## config.mk

```make
export PLATFORM = sky130hd
export DESIGN_NAME = psq_core
export DESIGN_NICKNAME = d
export VERILOG_FILES = /design/src/core/psq_pkg.sv /design/src/core/psq_core.sv
export SDC_FILE = /design/constraint.sdc
export NUM_CORES = 1
export LEC_CHECK = 0
export ABC_CLOCK_PERIOD_IN_PS = 14850
export BUFFER_PORTS_ARGS = -buffer_cell sky130_fd_sc_hd__buf_2
export CAP_MARGIN = 15
export CORE_ASPECT_RATIO = 0.6
export CORE_UTILIZATION = 46
export CTS_CLUSTER_DIAMETER = 120
export DETAILED_ROUTE_END_ITERATION = 10
export PLACE_DENSITY = 0.62
export SLEW_MARGIN = 20
export SYNTH_ARGS = -nofsm -noshare
export SYNTH_HDL_FRONTEND = slang
export SYNTH_SLANG_ARGS = --single-unit
```

## constraint.sdc

```tcl
create_clock -name pclk -period 14.85 [get_ports pclk]
set_input_delay 0.7425 -clock pclk [delete_from_list [all_inputs] [get_ports pclk]]
set_output_delay 0.7425 -clock pclk [all_outputs]
set_load 0.01 [all_outputs]
```

## src/core/psq_pkg.sv

```systemverilog
package psq_pkg;

    // program counter shape: bank bit, five high bits, low byte
    localparam int PC_W = 14;
    localparam int PC_HIGH_W = 5;
    localparam logic [13:0] RESET_VECTOR = 14'h0000;
    localparam logic [13:0] INT_VECTOR = 14'h0004;
    localparam logic [5:0] LAST_PAGE = 6'h3F;
    localparam int STACK_LEVELS = 16;

    // register byte offsets on the bus
    localparam logic [7:0] OFS_CTRL = 8'h00;
    localparam logic [7:0] OFS_IRQ = 8'h04;
    localparam logic [7:0] OFS_PC_LOW = 8'h08;
    localparam logic [7:0] OFS_TAB_PTR_LO = 8'h0C;
    localparam logic [7:0] OFS_TAB_PTR_HI = 8'h10;
    localparam logic [7:0] OFS_TAB_HIGH = 8'h14;
    localparam logic [7:0] OFS_ACC = 8'h18;
    localparam logic [7:0] OFS_STATUS = 8'h1C;
    localparam logic [7:0] OFS_BANK = 8'h20;

    // control and interrupt register fields
    localparam int CTRL_HALT_BIT = 0;
    localparam int CTRL_IEN_BIT = 1;
    localparam int IRQ_PEND_BIT = 0;

    // reset values
    localparam logic CTRL_HALT_RST = 1'b0;
    localparam logic CTRL_IEN_RST = 1'b0;
    localparam logic [7:0] BYTE_RST = 8'h00;
    localparam logic [15:0] WORD_RST = 16'h0000;

    // instruction argument field positions
    localparam int ARG_DEST_MEM_BIT = 12;
    localparam int ARG_EXT_BIT = 11;
    localparam int ARG_TO_ACC_BIT = 10;
    localparam int ARG_LAST_PAGE_BIT = 8;

    typedef enum logic [1:0] {PH_T1, PH_T2, PH_T3, PH_T4} psq_phase_t;

    typedef enum logic [2:0] {
        CLS_ALU, CLS_BRANCH, CLS_CALL, CLS_SKIP, CLS_TABLE, CLS_MISC, CLS_FAR_ALU, CLS_NOP
    } psq_cls_t;

    typedef enum logic [3:0] {
        ALU_ADD, ALU_ADC, ALU_SUB, ALU_SBC, ALU_AND, ALU_OR, ALU_XOR, ALU_CPL,
        ALU_RR, ALU_RL, ALU_RRC, ALU_RLC, ALU_INC, ALU_DEC, ALU_DEC_ADJ, ALU_MOV
    } psq_alu_op_t;

    typedef enum logic [1:0] {SK_ZERO, SK_NONZERO, SK_INC_ZERO, SK_DEC_ZERO} psq_skip_t;

    typedef enum logic [1:0] {MI_SUB_BACK, MI_INT_BACK, MI_ACC_TO_PC_LOW, MI_IDLE} psq_misc_t;

    // one program word: class in the top three bits
    typedef struct packed {
        psq_cls_t cls;
        logic [12:0] arg;
    } psq_instr_t;

    typedef struct packed {
        logic ov;
        logic z;
        logic ac;
        logic c;
    } psq_status_t;

endpackage

```

## src/core/psq_core.sv

```systemverilog
// Operation
// - pc advances by one per instruction
// - bank select bit forms top address bit
// - only pc low byte is software visible
// - jumps, calls, interrupts, reset load pc
// - taken skip discards prefetch, dummy cycle
// - pc low write jumps in page, dummy
// - sixteen level stack, software cannot reach
// - call and interrupt acknowledge push pc
// - returns restore pc from latest entry
// - reset points stack pointer at top
// - full stack holds interrupt until return
// - call on full stack overwrites oldest
// - alu updates status and destination register
// - alu op set, normal and extended forms
// - 16k by 16 program memory, two pointers
// - execution starts at address zero
// - table read: low to memory, high latched
// - normal sector zero, extended any sector
// - table instructions take two cycles
// - table high latch readable and writable
// - four phases per instruction cycle
// - eight bit alu through accumulator
`timescale 1ns/1ps
`default_nettype none

module psq_core #(
    parameter int DMEM_DEPTH = 64,
    parameter int SECTOR_SIZE = 32
) (
    // clock and reset
    input wire logic pclk,
    input wire logic presetn,
    // register bus
    input wire logic [7:0] paddr,
    input wire logic psel,
    input wire logic penable,
    input wire logic pwrite,
    input wire logic [31:0] pwdata,
    output logic [31:0] prdata,
    output logic pready,
    output logic pslverr,
    // program memory port
    output logic [13:0] pm_addr,
    output logic pm_rd,
    input wire logic [15:0] pm_rdata,
    // interrupt request and status
    input wire logic irq_req,
    output logic irq_ack,
    output logic dummy_cycle,
    output logic stack_full
);

    localparam int DM_AW = $clog2(DMEM_DEPTH);
    localparam int SEC_AW = $clog2(SECTOR_SIZE);

    psq_pkg::psq_phase_t phase_reg;
    logic [13:0] pc_reg, pc_next, pm_addr_next, flow_tgt;
    logic [15:0] fetch_reg;
    psq_pkg::psq_instr_t ir_reg;
    logic ir_valid_reg, ir_valid_next, tbl_cycle_reg;
    logic [DM_AW-1:0] tbl_idx_reg;
    localparam int STACK_LEVELS_M1 = psq_pkg::STACK_LEVELS - 1;
    logic [13:0] stack_mem [STACK_LEVELS_M1:0];
    logic [3:0] sp_reg;
    logic [4:0] depth_reg;
    logic [7:0] acc_reg, tab_ptr_lo_reg, tab_ptr_hi_reg, table_high_latch;
    logic [7:0] dmem [DMEM_DEPTH];
    psq_pkg::psq_status_t st_reg, st_d;
    logic halt_reg, ien_reg, irq_pend_reg, code_bank_select_bit;
    logic pc_low_byte_pend, pm_rd_reg, irq_ack_reg, dummy_reg, full_reg;
    logic [7:0] pc_low_byte_val;
    logic [31:0] prdata_reg;
    logic pready_reg, pslverr_reg;

    // decoded step controls
    logic step, exec, flow, push, pop, tbl_start, ack, sw_jump, set_ien;
    logic acc_we, st_we, dm_we;
    logic [7:0] acc_d, dm_d, m, v;
    logic [DM_AW-1:0] dm_idx;
    logic [8:0] sum;
    logic full;
    logic bus_wr, setup, hit;

    assign step = (phase_reg == psq_pkg::PH_T4) && !halt_reg;
    assign exec = step && ir_valid_reg && !tbl_cycle_reg;
    assign full = (depth_reg == 5'(psq_pkg::STACK_LEVELS));

    // normal forms reach sector zero only, extended and far forms the whole array
    always_comb begin
        if (ir_reg.arg[psq_pkg::ARG_EXT_BIT] || ir_reg.cls == psq_pkg::CLS_FAR_ALU) begin
            dm_idx = ir_reg.arg[DM_AW-1:0];
        end else begin
            dm_idx = DM_AW'(ir_reg.arg[SEC_AW-1:0]);
        end
    end

    assign m = dmem[dm_idx];

    // execute stage: one decision per instruction cycle, at the close of T4
    always_comb begin
        flow = 1'b0;
        flow_tgt = pc_reg;
        push = 1'b0;
        pop = 1'b0;
        tbl_start = 1'b0;
        set_ien = 1'b0;
        acc_we = 1'b0;
        acc_d = acc_reg;
        st_we = 1'b0;
        st_d = st_reg;
        dm_we = 1'b0;
        dm_d = acc_reg;
        sum = 9'h000;
        v = m;
        if (exec) begin
            unique case (ir_reg.cls)
                psq_pkg::CLS_ALU, psq_pkg::CLS_FAR_ALU: begin
                    st_we = 1'b1;
                    unique case (psq_pkg::psq_alu_op_t'(ir_reg.arg[11:8]))
                        psq_pkg::ALU_ADD, psq_pkg::ALU_ADC: begin
                            sum = {1'b0, acc_reg} + {1'b0, m}
                                + {8'h00, ir_reg.arg[8] & st_reg.c};
                            v = sum[7:0];
                            st_d.c = sum[8];
                            st_d.ac = (acc_reg[3:0] + m[3:0]) > 5'h0F;
                            st_d.ov = (acc_reg[7] == m[7]) && (v[7] != m[7]);
                        end
                        psq_pkg::ALU_SUB, psq_pkg::ALU_SBC: begin
                            sum = {1'b0, acc_reg} - {1'b0, m}
                                - {8'h00, ir_reg.arg[8] & ~st_reg.c};
                            v = sum[7:0];
                            st_d.c = ~sum[8]; // carry set means no borrow
                            st_d.ac = acc_reg[3:0] >= m[3:0];
                            st_d.ov = (acc_reg[7] != m[7]) && (v[7] != acc_reg[7]);
                        end
                        psq_pkg::ALU_AND: v = acc_reg & m;
                        psq_pkg::ALU_OR: v = acc_reg | m;
                        psq_pkg::ALU_XOR: v = acc_reg ^ m;
                        psq_pkg::ALU_CPL: v = ~m;
                        psq_pkg::ALU_RR: v = {m[0], m[7:1]};
                        psq_pkg::ALU_RL: v = {m[6:0], m[7]};
                        psq_pkg::ALU_RRC: begin
                            v = {st_reg.c, m[7:1]};
                            st_d.c = m[0];
                        end
                        psq_pkg::ALU_RLC: begin
                            v = {m[6:0], st_reg.c};
                            st_d.c = m[7];
                        end
                        psq_pkg::ALU_INC: v = m + 8'h01;
                        psq_pkg::ALU_DEC: v = m - 8'h01;
                        psq_pkg::ALU_DEC_ADJ: begin
                            sum = {1'b0, acc_reg};
                            if (acc_reg[3:0] > 4'h9 || st_reg.ac) begin
                                sum = sum + 9'h006;
                            end
                            if (sum[7:4] > 4'h9 || st_reg.c || sum[8]) begin
                                sum = sum + 9'h060;
                            end
                            v = sum[7:0];
                            st_d.c = st_reg.c | sum[8];
                        end
                        psq_pkg::ALU_MOV: v = ir_reg.arg[psq_pkg::ARG_DEST_MEM_BIT] ? acc_reg : m;
                    endcase
                    // zero flag follows every result except rotates and moves
                    if (ir_reg.arg[11:10] != 2'b10 && ir_reg.arg[11:8] != 4'hF) begin
                        st_d.z = (v == 8'h00);
                    end
                    if (ir_reg.arg[psq_pkg::ARG_DEST_MEM_BIT]) begin
                        dm_we = 1'b1;
                        dm_d = v;
                    end else begin
                        acc_we = 1'b1;
                        acc_d = v;
                    end
                end
                psq_pkg::CLS_BRANCH, psq_pkg::CLS_CALL: begin
                    flow = 1'b1;
                    flow_tgt = {code_bank_select_bit, ir_reg.arg};
                    push = (ir_reg.cls == psq_pkg::CLS_CALL);
                end
                psq_pkg::CLS_SKIP: begin
                    unique case (psq_pkg::psq_skip_t'(ir_reg.arg[9:8]))
                        psq_pkg::SK_INC_ZERO: v = m + 8'h01;
                        psq_pkg::SK_DEC_ZERO: v = m - 8'h01;
                        default: v = m;
                    endcase
                    if (ir_reg.arg[psq_pkg::ARG_TO_ACC_BIT]) begin
                        acc_we = 1'b1;
                        acc_d = v;
                    end else if (ir_reg.arg[9]) begin
                        dm_we = 1'b1;
                        dm_d = v;
                    end
                    // taken skip drops the prefetched word
                    flow = (ir_reg.arg[9:8] == 2'b01) ? (v != 8'h00) : (v == 8'h00);
                    flow_tgt = pc_reg + 14'h0001;
                end
                psq_pkg::CLS_TABLE: tbl_start = 1'b1;
                psq_pkg::CLS_MISC: begin
                    unique case (psq_pkg::psq_misc_t'(ir_reg.arg[9:8]))
                        psq_pkg::MI_SUB_BACK, psq_pkg::MI_INT_BACK: begin
                            flow = 1'b1;
                            pop = 1'b1;
                            flow_tgt = stack_mem[sp_reg - 4'h1];
                            set_ien = ir_reg.arg[8];
                        end
                        psq_pkg::MI_ACC_TO_PC_LOW: begin
                            flow = 1'b1;
                            flow_tgt = {pc_reg[13:8], acc_reg};
                        end
                        psq_pkg::MI_IDLE: flow = 1'b0;
                    endcase
                end
                psq_pkg::CLS_NOP: flow = 1'b0;
            endcase
        end
    end

    // a bus write to the low byte jumps within the page once the core is free
    assign sw_jump = step && !tbl_cycle_reg && !flow && !tbl_start && pc_low_byte_pend;

    // a full stack withholds acknowledge until a return frees a level
    assign ack = step && !tbl_cycle_reg && !flow && !tbl_start && !sw_jump
        && irq_pend_reg && ien_reg && !full;

    // next fetch address; any flow change costs one dummy cycle
    always_comb begin
        ir_valid_next = 1'b1;
        pc_next = pc_reg + 14'h0001;
        pm_addr_next = pc_next;
        if (tbl_cycle_reg) begin
            pc_next = pc_reg;
            pm_addr_next = pc_reg;
            ir_valid_next = ir_valid_reg;
        end else if (tbl_start) begin
            // second cycle fetches the table word, held word runs after it
            pm_addr_next = ir_reg.arg[psq_pkg::ARG_LAST_PAGE_BIT]
                ? {psq_pkg::LAST_PAGE, tab_ptr_lo_reg}
                : {tab_ptr_hi_reg[5:0], tab_ptr_lo_reg};
        end else if (flow || sw_jump || ack) begin
            ir_valid_next = 1'b0;
            if (ack) begin
                pc_next = psq_pkg::INT_VECTOR;
            end else if (sw_jump) begin
                pc_next = {pc_reg[13:8], pc_low_byte_val};
            end else begin
                pc_next = flow_tgt;
            end
            pm_addr_next = pc_next;
        end
    end

    // instruction phase counter, frozen while halted
    always_ff @(posedge pclk or negedge presetn) begin
        if (!presetn) begin
            phase_reg <= psq_pkg::PH_T1;
        end else if (!halt_reg) begin
            phase_reg <= psq_pkg::psq_phase_t'(phase_reg + 2'd1);
        end
    end

    // fetch pipeline: word captured at T3, issued into execute at T4
    always_ff @(posedge pclk or negedge presetn) begin
        if (!presetn) begin
            pc_reg <= psq_pkg::RESET_VECTOR;
            pm_addr <= psq_pkg::RESET_VECTOR;
            pm_rd_reg <= 1'b1;
            fetch_reg <= psq_pkg::WORD_RST;
            ir_reg <= psq_pkg::WORD_RST;
            ir_valid_reg <= 1'b0;
            tbl_cycle_reg <= 1'b0;
            tbl_idx_reg <= '0;
            dummy_reg <= 1'b1;
        end else begin
            pm_rd_reg <= step;
            if (phase_reg == psq_pkg::PH_T3 && !halt_reg) begin
                fetch_reg <= pm_rdata;
            end
            if (step) begin
                pc_reg <= pc_next;
                pm_addr <= pm_addr_next;
                ir_valid_reg <= ir_valid_next;
                dummy_reg <= !ir_valid_next;
                tbl_cycle_reg <= tbl_start;
                if (!tbl_cycle_reg) begin
                    ir_reg <= fetch_reg;
                end
                if (tbl_start) begin
                    tbl_idx_reg <= dm_idx;
                end
            end
        end
    end

    // return stack: circular, so an overflowing call overwrites the oldest entry
    always_ff @(posedge pclk or negedge presetn) begin
        if (!presetn) begin
            sp_reg <= 4'h0;
            depth_reg <= 5'h00;
            full_reg <= 1'b0;
        end else if (push || ack) begin
            sp_reg <= sp_reg + 4'h1;
            depth_reg <= full ? depth_reg : depth_reg + 5'h01;
            full_reg <= (depth_reg >= 5'(psq_pkg::STACK_LEVELS - 1));
        end else if (pop) begin
            sp_reg <= sp_reg - 4'h1;
            depth_reg <= (depth_reg == 5'h00) ? 5'h00 : depth_reg - 5'h01;
            full_reg <= 1'b0;
        end
    end

    // stack storage has no reset and no bus path
    always_ff @(posedge pclk) begin
        if (push || ack) begin
            stack_mem[sp_reg] <= pc_reg;
        end
    end

    // accumulator, status and table high latch
    always_ff @(posedge pclk or negedge presetn) begin
        if (!presetn) begin
            acc_reg <= psq_pkg::BYTE_RST;
            st_reg <= '0;
            table_high_latch <= psq_pkg::BYTE_RST;
        end else begin
            if (acc_we) begin
                acc_reg <= acc_d;
            end
            if (st_we) begin
                st_reg <= st_d;
            end
            // the table read lands after a same-cycle bus write
            if (bus_wr && paddr == psq_pkg::OFS_TAB_HIGH) begin
                table_high_latch <= pwdata[7:0];
            end
            if (step && tbl_cycle_reg) begin
                table_high_latch <= fetch_reg[15:8];
            end
        end
    end

    // data memory: alu results and table low bytes
    always_ff @(posedge pclk) begin
        if (step && tbl_cycle_reg) begin
            dmem[tbl_idx_reg] <= fetch_reg[7:0];
        end else if (dm_we) begin
            dmem[dm_idx] <= dm_d;
        end
    end

    // software visible control: halt, interrupt enable, bank, pointers
    always_ff @(posedge pclk or negedge presetn) begin
        if (!presetn) begin
            halt_reg <= psq_pkg::CTRL_HALT_RST;
            ien_reg <= psq_pkg::CTRL_IEN_RST;
            code_bank_select_bit <= 1'b0;
            tab_ptr_lo_reg <= psq_pkg::BYTE_RST;
            tab_ptr_hi_reg <= psq_pkg::BYTE_RST;
            irq_pend_reg <= 1'b0;
            irq_ack_reg <= 1'b0;
            pc_low_byte_pend <= 1'b0;
            pc_low_byte_val <= psq_pkg::BYTE_RST;
        end else begin
            irq_ack_reg <= ack;
            if (bus_wr && paddr == psq_pkg::OFS_CTRL) begin
                halt_reg <= pwdata[psq_pkg::CTRL_HALT_BIT];
                ien_reg <= pwdata[psq_pkg::CTRL_IEN_BIT];
            end
            if (ack) begin
                ien_reg <= 1'b0;
            end else if (set_ien) begin
                ien_reg <= 1'b1;
            end
            if (bus_wr && paddr == psq_pkg::OFS_BANK) begin
                code_bank_select_bit <= pwdata[0];
            end
            if (bus_wr && paddr == psq_pkg::OFS_TAB_PTR_LO) begin
                tab_ptr_lo_reg <= pwdata[7:0];
            end
            if (bus_wr && paddr == psq_pkg::OFS_TAB_PTR_HI) begin
                tab_ptr_hi_reg <= pwdata[7:0];
            end
            // a new request in the acknowledge cycle stays pending
            irq_pend_reg <= (irq_pend_reg && !ack) || irq_req
                || (bus_wr && paddr == psq_pkg::OFS_IRQ && pwdata[psq_pkg::IRQ_PEND_BIT]);
            pc_low_byte_pend <= (pc_low_byte_pend && !sw_jump)
                || (bus_wr && paddr == psq_pkg::OFS_PC_LOW);
            if (bus_wr && paddr == psq_pkg::OFS_PC_LOW) begin
                pc_low_byte_val <= pwdata[7:0];
            end
        end
    end

    // bus slave: answer in the first cycle of the access phase
    assign setup = psel && !penable;
    assign bus_wr = psel && penable && pwrite && pready_reg && !pslverr_reg;
    assign hit = paddr inside {psq_pkg::OFS_CTRL, psq_pkg::OFS_IRQ, psq_pkg::OFS_PC_LOW,
        psq_pkg::OFS_TAB_PTR_LO, psq_pkg::OFS_TAB_PTR_HI, psq_pkg::OFS_TAB_HIGH,
        psq_pkg::OFS_ACC, psq_pkg::OFS_STATUS, psq_pkg::OFS_BANK};

    always_ff @(posedge pclk or negedge presetn) begin
        if (!presetn) begin
            pready_reg <= 1'b0;
            pslverr_reg <= 1'b0;
            prdata_reg <= 32'h0000_0000;
        end else begin
            pready_reg <= setup;
            pslverr_reg <= setup && !hit;
            if (setup) begin
                unique case (paddr)
                    psq_pkg::OFS_CTRL: prdata_reg <= {30'h0, ien_reg, halt_reg};
                    psq_pkg::OFS_IRQ: prdata_reg <= {31'h0, irq_pend_reg};
                    psq_pkg::OFS_PC_LOW: prdata_reg <= {24'h00_0000, pc_reg[7:0]};
                    psq_pkg::OFS_TAB_PTR_LO: prdata_reg <= {24'h00_0000, tab_ptr_lo_reg};
                    psq_pkg::OFS_TAB_PTR_HI: prdata_reg <= {24'h00_0000, tab_ptr_hi_reg};
                    psq_pkg::OFS_TAB_HIGH: prdata_reg <= {24'h00_0000, table_high_latch};
                    psq_pkg::OFS_ACC: prdata_reg <= {24'h00_0000, acc_reg};
                    psq_pkg::OFS_STATUS: prdata_reg <= {28'h000_0000, st_reg};
                    psq_pkg::OFS_BANK: prdata_reg <= {31'h0, code_bank_select_bit};
                    default: prdata_reg <= 32'h0000_0000; // unmapped reads zero
                endcase
            end
        end
    end

    assign prdata = prdata_reg;
    assign pready = pready_reg;
    assign pslverr = pslverr_reg;
    assign pm_rd = pm_rd_reg;
    assign irq_ack = irq_ack_reg;
    assign dummy_cycle = dummy_reg;
    assign stack_full = full_reg;

endmodule

`default_nettype wire

```

== Word-level counts from Yosys, hierarchy flattened ==
Memory sizes are Yosys's and may differ from the RTL's.
Cells that the tools add are included.
W data, S select, Z words.

* Memories: 2
* Output and inout port bits: 52
* Input port bits: 62
* Word-level logic and storage cells: 279
* Bits in registers: 166
* Bits in writable memories: 736

{| class="wikitable"
|+ Memory list
! memory !! depth !! bits a word !! read ports !! clocked after Yosys merged registers in !! wr ports !! line !! source
|-
| dmem || 64 || 8 || 1 || 0 || 1 || psq_core.sv:68 || <nowiki>logic [7:0] dmem [DMEM_DEPTH];</nowiki>
|-
| stack_mem || 16 || 14 || 1 || 0 || 1 || psq_core.sv:64 || <nowiki>logic [13:0] stack_mem [STACK_LEVELS_M1:0];</nowiki>
|}

* Reductions and logical operators: 82
* Equal/unequal tests: 44
* Order comparisons: 5
* Add/sub/neg operators: 15
* Muxes and demuxes: 89
* Bitwise operators: 10

{| class="wikitable"
|+ Operators by type and width
! kind !! number
|-
| $mux W14 || 8
|-
| $mux W8 || 14
|-
| $pmux W8 S14 || 1
|-
| $mux W9 || 8
|-
| $pmux W8 S9 || 1
|-
| $pmux W8 S2 || 3
|-
| $pmux W14 S3 || 1
|-
| $mux W1 || 37
|-
| $eq A4 B4 Y1 const B || 8
|-
| $eq A8 B5 Y1 const B || 4
|-
| $logic_and A1 B1 Y1 || 32
|-
| $pmux W14 S2 || 1
|-
| $logic_not A8 Y1 || 3
|-
| $mux W5 || 4
|-
| $eq A4 B3 Y1 const B || 4
|-
| $eq A8 B4 Y1 const B || 2
|-
| $add A14 B1 Y14 const B || 1
|-
| $mux W6 || 2
|-
| $reduce_and A4 Y1 || 3
|-
| $logic_not A1 Y1 || 11
|-
| $logic_or A1 B1 Y1 || 10
|-
| $pmux W1 S2 || 5
|-
| $reduce_or A2 Y1 || 5
|-
| $add A8 B3 Y9 const B || 1
|-
| other kinds (54) || 76
|}

== Depth between registers and ports, before layout ==
Gate-level depths: netlist of the first run.
An unclocked memory read counts as a cell.

* Depth after elaboration: 26
* Mapped depth: 26
* Gate-level depth less buffers: 21

== Least setup slack after synthesis of the first run ==
No wires, ideal clock.

* Path kind: reg-to-reg
* Start: reg ir_reg[0] (netlist bit)
* End: mem dmem[0][7], data pin
* Stages on the path, launching flop included: 25
* Path slack: 7.471 ns
* Data arrival time: 6.677 ns
* Required time: 14.148 ns
* Library setup time: 0.702 ns
* Clock period less this slack: 7.379 ns
* Path buffers: 4
* Path through: dfrtp_1 buf_6 buf_8 buf_6 buf_6 mux4_2 mux2i_1 nand2_1 and4_1 nor2_2 clkinv_1 ha_1 inv_1 ha_1 a21o_1 a21oi_1 o21bai_1 a21oi_1 xnor2_1 a21oi_1 o211ai_1 a31oi_1 a21oi_1 a22oi_1 o21ai_0

* Longest elaborated chain between the ends: 11
* Elaborated cells between the ends (all ways): 25
* Classes of those cells: add/sub (6); mux (14); bitwise (4); memory (1)

{| class="wikitable"
|+ RTL lines
! element !! line !! source
|-
| start: declaration || psq_core.sv:60 || <nowiki>psq_pkg::psq_instr_t ir_reg;</nowiki>
|-
| start signal: assignment || psq_core.sv:271 || <nowiki>ir_reg <= psq_pkg::WORD_RST;</nowiki>
|-
| start signal: assignment || psq_core.sv:288 || <nowiki>ir_reg <= fetch_reg;</nowiki>
|-
| $mux W6 * || psq_core.sv:91 || <nowiki>if (ir_reg.arg[psq_pkg::ARG_EXT_BIT] || ir_reg.cls == psq_pkg::CLS_FAR_ALU) begin</nowiki>
|-
| $mem_v2 Z64 W8 * || n/a ||
|-
| $sub A8 B8 Y9, or another cell as far along || psq_core.sv:130 || <nowiki>sum = {1'b0, acc_reg} - {1'b0, m}</nowiki>
|-
| $sub A9 B1 Y9, or another cell as far along || psq_core.sv:131 || <nowiki>- {8'h00, ir_reg.arg[8] & ~st_reg.c};</nowiki>
|-
| $pmux W8 S14 or $mux W8 (tied branches) || psq_core.sv:120, psq_core.sv:117 ||
|-
| $mux W8, on equally long branches || psq_core.sv:117, psq_core.sv:116 ||
|-
| $mux W8, on equally long branches || psq_core.sv:116, psq_core.sv:192 ||
|-
| $mux W8, on equally long branches || psq_core.sv:170, psq_core.sv:189 ||
|-
| $pmux W8 S2 * || psq_core.sv:117 || <nowiki>unique case (ir_reg.cls)</nowiki>
|-
| $mux W8 * || psq_core.sv:116 || <nowiki>if (exec) begin</nowiki>
|-
| $mux W8 (no line) * || n/a ||
|-
| end: declaration || psq_core.sv:68 ||
|}

Every way passes the cells marked *; elsewhere a longest branch is shown, timed or not. The select of a mux whose other input is x is not followed.

== Worst setup path in the final report of the first run ==
* Start: reg ir_reg[0] (netlist bit)
* End: mem stack_mem[5][12] (enable)

* Longest elaborated chain between the ends: 22
* Elaborated cells between the ends (all ways): 24
* Classes of those cells: add/sub (2); mux (9); reduce/logical (12); memory (1)

{| class="wikitable"
|+ RTL lines
! element !! line !! source
|-
| $mux W6 * || psq_core.sv:91 ||
|-
| $mem_v2 Z64 W8 * || n/a ||
|-
| $sub A8 B1 Y8 or $add A8 B1 Y8 (tied branches) || psq_core.sv:186, psq_core.sv:185 ||
|-
| $pmux W8 S2 * || psq_core.sv:184 || <nowiki>unique case (psq_pkg::psq_skip_t'(ir_reg.arg[9:8]))</nowiki>
|-
| $mux W8 * || psq_core.sv:117 ||
|-
| $mux W8 * || psq_core.sv:116 ||
|-
| $logic_not A8 Y1 or $reduce_bool A8 Y1 (tied branches) || psq_core.sv:197 || <nowiki>flow = (ir_reg.arg[9:8] == 2'b01) ? (v != 8'h00) : (v == 8'h00);</nowiki>
|-
| $mux W1 * || psq_core.sv:197 ||
|-
| [5 not listed] || n/a ||
|-
| $logic_and A1 B1 Y1 || psq_core.sv:222 || <nowiki>assign sw_jump = step && !tbl_cycle_reg && !flow && !tbl_start && pc_low_byte_pend;</nowiki>
|-
| $logic_not A1 Y1 || psq_core.sv:225 || <nowiki>assign ack = step && !tbl_cycle_reg && !flow && !tbl_start && !sw_jump</nowiki>
|-
| $logic_and A1 B1 Y1 * || psq_core.sv:225 ||
|-
| $logic_and A1 B1 Y1 * (3 in series) || psq_core.sv:226 || <nowiki>&& irq_pend_reg && ien_reg && !full;</nowiki>
|-
| named net ack || psq_core.sv:77 || <nowiki>logic step, exec, flow, push, pop, tbl_start, ack, sw_jump, set_ien;</nowiki>
|-
| $logic_or A1 B1 Y1 * || psq_core.sv:316 || <nowiki>if (push || ack) begin</nowiki>
|-
| $mux W1 * || psq_core.sv:316 ||
|-
| $mux W1 (not written as such) * || psq_core.sv:317 || <nowiki>stack_mem[sp_reg] <= pc_reg;</nowiki>
|-
| end: declaration || psq_core.sv:64 ||
|}

The timed path passes the listed nets; every way through them passes the cells marked *. The select of a mux whose other input is x is not followed.

==> results.tsv, run 1 <==
metric	value	unit
fraction of the mapped netlist area in simple logic gates	7.21	%
Max Slew Vio Count	0	
Cells after DPL	3724	
clk slew on worst S/H paths	0.06	ns
most frequent CP cell	buf_4	
Clock Skew	0.0282	ns
total CTS buffers	85	
unrepaired setup endpoints after global routing	no	
Syn. warnings	0	
final WL	111000	um
die area	87600	um2
Site Rows	83	
outcome	completed	
first-pass GRT wire length	163000	um
worst slew pin tran	1.13	ns
worst path cell trace	buf_4, buf_4, mux4_2, mux2i_1, a22oi_1, nand2_1, o21a_1, inv_2, ha_1, nor2b_1, nor2_1, xnor2_1, nor4_1, o221ai_1, a41o_1, or2_4, nor2_4, o21ai_2, nor3_4	
final core occ	51.6	%
Synth Area in Adders	1.79	%
Rel. slew slack	23.9	%
maxcap violations	0	
sw frac	41.9	%
crit path to	stack_mem[5][12]	
Stages on worst setup path	19	
Post-DP Area	41300	um2
Critical R2R Launch	ir_reg[0]	
Worst EP required	15.11	ns
Int Power	6.09	mW
crit end category	register	
max FFs per register	512	
EDFF count, synth	736	
Net Switching	4.40	mW
drt drc	0	
area leader, netlist	edfxtp_1	
Syn-to-layout area delta	11.0	%
Top reg by flops	dmem	
width of the die	381	um
critical path type	reg -> reg	
vias in the first global route	23600	
PwrDens	238	nW/um2
Area contributors post-synth	edfxtp_1 56%, mux4_2 11%, dfrtp_1 8.8%	
clock sinks	878	
Seq/Total Area, Yosys	64.6	%
crit path launch type	register	
largest family of logic cells by synthesized area	multiplexers	
via count	24700	
Synth Area in Compound Gates	7.89	%
Post-Synth XOR/XNOR Area	1.01	%
H-tree levels	3	
Synth cell types	102	
Mapped Cells	2615	
share of layout cells above drive strength 1	21.2	%
Starting Density	46.5	%
fin crit share	57.1	%
Regs by FF count	dmem (512), stack_mem (224)	
R2R cell count	19	
clk root buf	clkbuf_16	
share of the synthesized area in the top cell type	55.6	%
cts-stage hold buffer count	0	
WP buf/inv	3	
Worst EP arrival	8.74	ns
worst reg2reg endpoint	stack_mem[5][12]	
Final WS setup	6.38	ns
fraction of registers with async set/reset	16.2	%
Finished Cell Area	44100	um2
CP top delay family	simple AND/OR/NAND/NOR gates	
ant diodes	0	
Netlist Area Pre-Place	39700	um2
non-filler cells, final	3880	
Place WS	6.53	ns
Die Span Y	230	um
R2R setup slack	6.38	ns
Worst Setup SP	ir_reg[0]	
slowest CP cell	buf_4	
GRT Util Overall	25.4	%
Antenna Nets Post-Route	0	
Top FF cell, synth	edfxtp_1	
final setup fails	0	
grt ovf	0	
Tmin final	8.47	ns
IO Port Bufs	65	
CTS resizes	0	
final hold vios	0	
initial antenna violation count	3	
mux share of post-synthesis cell area	14.5	%
first drt pass iteration count	6	
Flop pwr share	33.4	%
Worst Path Max Fanout	42	
clock latency on the worst-skew pair	0.66	ns
clock group share of total power	20.7	%
Longest Clk Path Bufs	3	
synthesized flop and latch total	878	
largest net degree at the start of global routing	99	
LEAKAGE	15.0	nW
most numerous cell in the Yosys netlist	edfxtp_1	
worst vdd ir	0.000139	V
combinational power share	45.9	%
core footprint	85500	um2
hpwl dp	74800	um
TNS Setup	0	ns
syn_area_per_cell	15.2	um2
fmax	0.118	GHz
GP Congestion	1.01	
commonest cells in the netlist	736 x edfxtp_1, 227 x nand2_1, 197 x mux4_2, 177 x nor2_1, 140 x dfrtp_1	
Min-Delay Path Class	in -> async	
CTS tree	built	
drt wl/cell	28.7	um
Avg Vias per Cell	6.36	
Setup Fix Bufs, Post-CTS	0	
nets	2780	
crit-path max cell delay	0.76	ns
Ports	114	
Starting DRT DRC Count	3821	
[cells in the final DEF (no fill, tap or decap), types with 18 or more instances in the layout]
cell type,count
xor2_1,18
mux2i_1,73
clkinv_1,20
a21oi_1,89
conb_1,24
a22oi_1,23
o221ai_1,18
dfrtp_1,136
o21ai_0,101
mux2_2,51
nor2_1,176
nor2b_1,21
edfxtp_1,736
a211oi_1,21
inv_1,48
clkbuf_16,86
xnor2_1,26
nor3_1,28
nand2_1,227
ha_1,48
nand2b_1,22
buf_2,64
mux4_2,197
a222oi_1,18
buf_4,64
nand3_1,35
o22ai_1,18
[metal layers]
| metal | up-vias | track usage [%] | routed length, um | part of all wire [%] |
|---|---|---|---|---|
| met2 | 1497 | 31.9 | 43400 | 39 |
| met1 | 12700 | 42.9 | 51700 | 46 |
| met5 | - | 0 | 0 | 0 |
| met4 | 0 | 6.17 | 2480 | 2.2 |
| li1 | 10300 | - | - | - |
| met3 | 187 | 6.40 | 13900 | 12 |
[logic make-up (layout without fill, tap and decap cells)]
family,Yosys count,in the layout
muxes,321,321
xor gates and xnor gates,46,46
and+or+nand+nor,618,618
AOI/OAI and AO/OA,453,453
other,1,24
buffers and inverters,244,339
DFF,878,878
adders and majority gates,54,54
[per-stage QoR]
step | hold slack (ns) | power, mW
final | 0.257 | 10.5
after global routing | 0.261 | 10.9
after CTS | 0.256 | 10.4
after detailed placement | 0.469 | 8.22
after global placement | 0.469 | 8.15
after floorplan | 0.445 | 6.62
[worst min path at each step]
stage,start,to
final,presetn,table_high_latch[7]
after global routing,presetn,table_high_latch[7]
after CTS,presetn,fetch_reg[4]
after detailed placement,prdata[7],prdata[7]
after global placement,prdata[7],prdata[7]
after floorplan,ir_reg[6],ir_reg[6]
[cell type report]
class | instances | area [um2]
fill | 6968 | 41400
clock inverter | 55 | 539
clock buffer | 101 | 2240
inverter | 54 | 203
tap | 1147 | 1440
sequential | 878 | 25700
multi-input combinational | 1516 | 13200
timing repair buffer | 129 | 812
[power by group through the flow]
stage                     combinational, mW  sequential (mW)  clock, mW
after floorplan                        3.23             3.39          0
after CTS                              4.70             3.49       2.20
after global routing                   5.12             3.52       2.29
final                                  4.82             3.51       2.17
after detailed placement               4.68             3.55          0
after global placement                 4.62             3.53          0
Note: power is estimated with default switching activity, not from simulation.
==> run 2: changes to the inputs <==
- ABC_CLOCK_PERIOD_IN_PS: 14850 -> 7870
- clock period: 14.85 -> 7.87 ns (I/O delays scaled with it)
==> results.tsv, run 2 (synthesis gave the netlist of run 1 again) <==
metric	value	unit	change
Hold Crit Depth	2		
fin crit share	91.3	%	+34 points
clk slew on worst S/H paths	0.07	ns	about the same
nets	2817		+1.3%
worst slew pin tran	1.07	ns	-0.0596 ns
Longest Clk Path Bufs	3		unchanged
Ports	114		unchanged
Int Power	11.5	mW	+89%
TNS Setup	0	ns	unchanged
share of layout cells above drive strength 1	21.5	%	+0.33 points
Worst Path Max Fanout	64		+52%
commonest cells after routing, fill and taps aside	736 x edfxtp_1, 227 x nand2_1, 197 x mux4_2		
Max Slew Vio Count	0		unchanged
first drt pass iteration count	8		+2
clock sinks	878		unchanged
sw frac	42.3	%	+0.37 points
largest net degree at the start of global routing	92		-7.1%
first-pass GRT wire length	167000	um	+2.5%
via count	24900		+0.95%
Site Rows	83		unchanged
maxcap violations	0		unchanged
ant diodes	0		unchanged
cts-stage hold buffer count	16		+16
worst hold margin	0.0307	ns	-0.227 ns
# fillers	6965		-0.043%
Worst EP arrival	7.49	ns	-1.25 ns
outcome	completed		
worst reg2reg endpoint	dmem[41][6]		
clk root buf	clkbuf_16		
Worst Setup SP	ir_reg[0]		
CTS resizes	0		unchanged
clock group share of total power	20.0	%	-0.7 points
H-tree levels	3		unchanged
final core occ	51.9	%	+0.31 points
Antenna Nets Post-Route	0		unchanged
Clock Skew	0.0343	ns	+0.00609 ns
drt drc	0		unchanged
critical path type	reg -> reg		
Multi-input gate area	13200	um2	-0.20%
Final WS setup	0.687	ns	-5.69 ns
Net Switching	8.43	mW	+92%
Starting DRT DRC Count	3976		+4.1%
Worst EP required	8.18	ns	-6.93 ns
vias in the first global route	23700		+0.28%
Regs by FF count	dmem (512), stack_mem (224)		
Starting Density	46.5	%	unchanged
CTS tree	built		
IO Port Bufs	65		unchanged
combinational power share	46.7	%	+0.8 points
Flop pwr share	33.3	%	about the same
Rel. slew slack	28.2	%	+4.3 points
die area	87600	um2	unchanged
drt wl/cell	29.4	um	+2.1%
final hold vios	0		unchanged
Setup Fix Bufs, Post-CTS	0		unchanged
final WL	115000	um	+3.0%
crit path launch type	register		
max FFs per register	512		unchanged
total CTS buffers	82		-3.5%
Min-Delay Endpoint	fetch_reg[3]		
GP Congestion	1.02		+1.2%
crit end category	register		
Hold Crit Start	pm_rdata[3]		
Tmin final	7.18	ns	-1.29 ns
clock latency on the worst-skew pair	0.69	ns	+0.03 ns
worst vdd ir	0.000266	V	+92%
commonest non-fill, non-tap cell in the layout	edfxtp_1		
unrepaired setup endpoints after global routing	no		
core footprint	85500	um2	unchanged
fmax	0.139	GHz	+18%
Syn-to-layout area delta	11.7	%	
Avg Vias per Cell	6.37		+0.10%
Min-Delay Path Class	in -> reg		
PwrDens	449	nW/um2	+89%
Critical R2R Launch	ir_reg[0]		
GRT Util Overall	26.4	%	+0.94 points
width of the die	381	um	unchanged
grt ovf	0		unchanged
final setup fails	0		unchanged
Place WS	0.760	ns	-5.77 ns
R2R cell count	23		+4
LEAKAGE	15.2	nW	+0.93%
R2R setup slack	0.69	ns	-5.69 ns
Top reg by flops	dmem		
Die Span Y	230	um	unchanged
hpwl dp	77300	um	+3.4%
sequential cell area	25700	um2	unchanged
initial antenna violation count	1		-2
## run 2: final cells by class
class	count	share of cell area, %
repair buffers	169	2.79
well taps	1147	3.23
flip-flops and latches	878	57.9
inverters	54	0.457
clock buffers	94	4.77
clock inverters	55	1.18
multi-input cells	1516	29.7
## run 2: routing by layer
layer | track usage, % | up-vias | wire length (um)
met5 | 0 | - | 0
met2 | 32.4 | 1547 | 43800
met1 | 44.5 | 12800 | 53700
met4 | 5.82 | 0 | 2220
li1 | - | 10400 | -
met3 | 7.66 | 177 | 15100
## run 2: worst max-delay path by stage
stage                     slack, ns          end  cells after the start
after global routing           0.43  dmem[53][6]                     23
after CTS                      0.72  dmem[35][6]                     22
final                          0.69  dmem[41][6]                     23
after global placement         0.82  dmem[12][6]                     22
after floorplan                0.49   dmem[0][7]                     24
after detailed placement       0.76  dmem[14][6]                     22
## run 2: critical path, cell delays in order (launching register included)
cell      delay (ns)
dfrtp_4         0.76
buf_12          0.31
buf_12          0.26
mux4_2          0.28
mux2i_1         0.08
a221oi_1        0.62
nand2_1         0.19
o21a_1          0.34
fa_1            0.52
fa_1            0.43
or2_2           0.32
a21oi_1         0.39
nor2b_1         0.12
o21ai_0         0.20
nand2b_1        0.15
xor2_1          0.18
a221oi_1        0.26
o221ai_1        0.17
a21oi_1         0.14
o221ai_1        0.11
and2_1          0.18
a21oi_1         0.26
o21ai_4         0.06
buf_4           0.34
## run 2: power by group through the flow
stage	registers, mW	logic [mW]	clock network (mW)
2_1_floorplan	6.40	6.10	0
3_3_place_gp	6.74	8.84	0
3_5_place_dp	6.76	8.95	0
4_1_cts	6.67	9.00	4.04
5_1_grt	6.69	9.83	4.21
6_report	6.65	9.30	3.99
## run 2: through the flow
step	area (um2)	total power [mW]	cells
3_3_place_gp	41500	15.6	3747
2_1_floorplan	39800	12.5	2638
6_report	44400	19.9	3913
5_1_grt	44400	20.7	3913
3_5_place_dp	41500	15.7	3747
4_1_cts	44300	19.7	3912
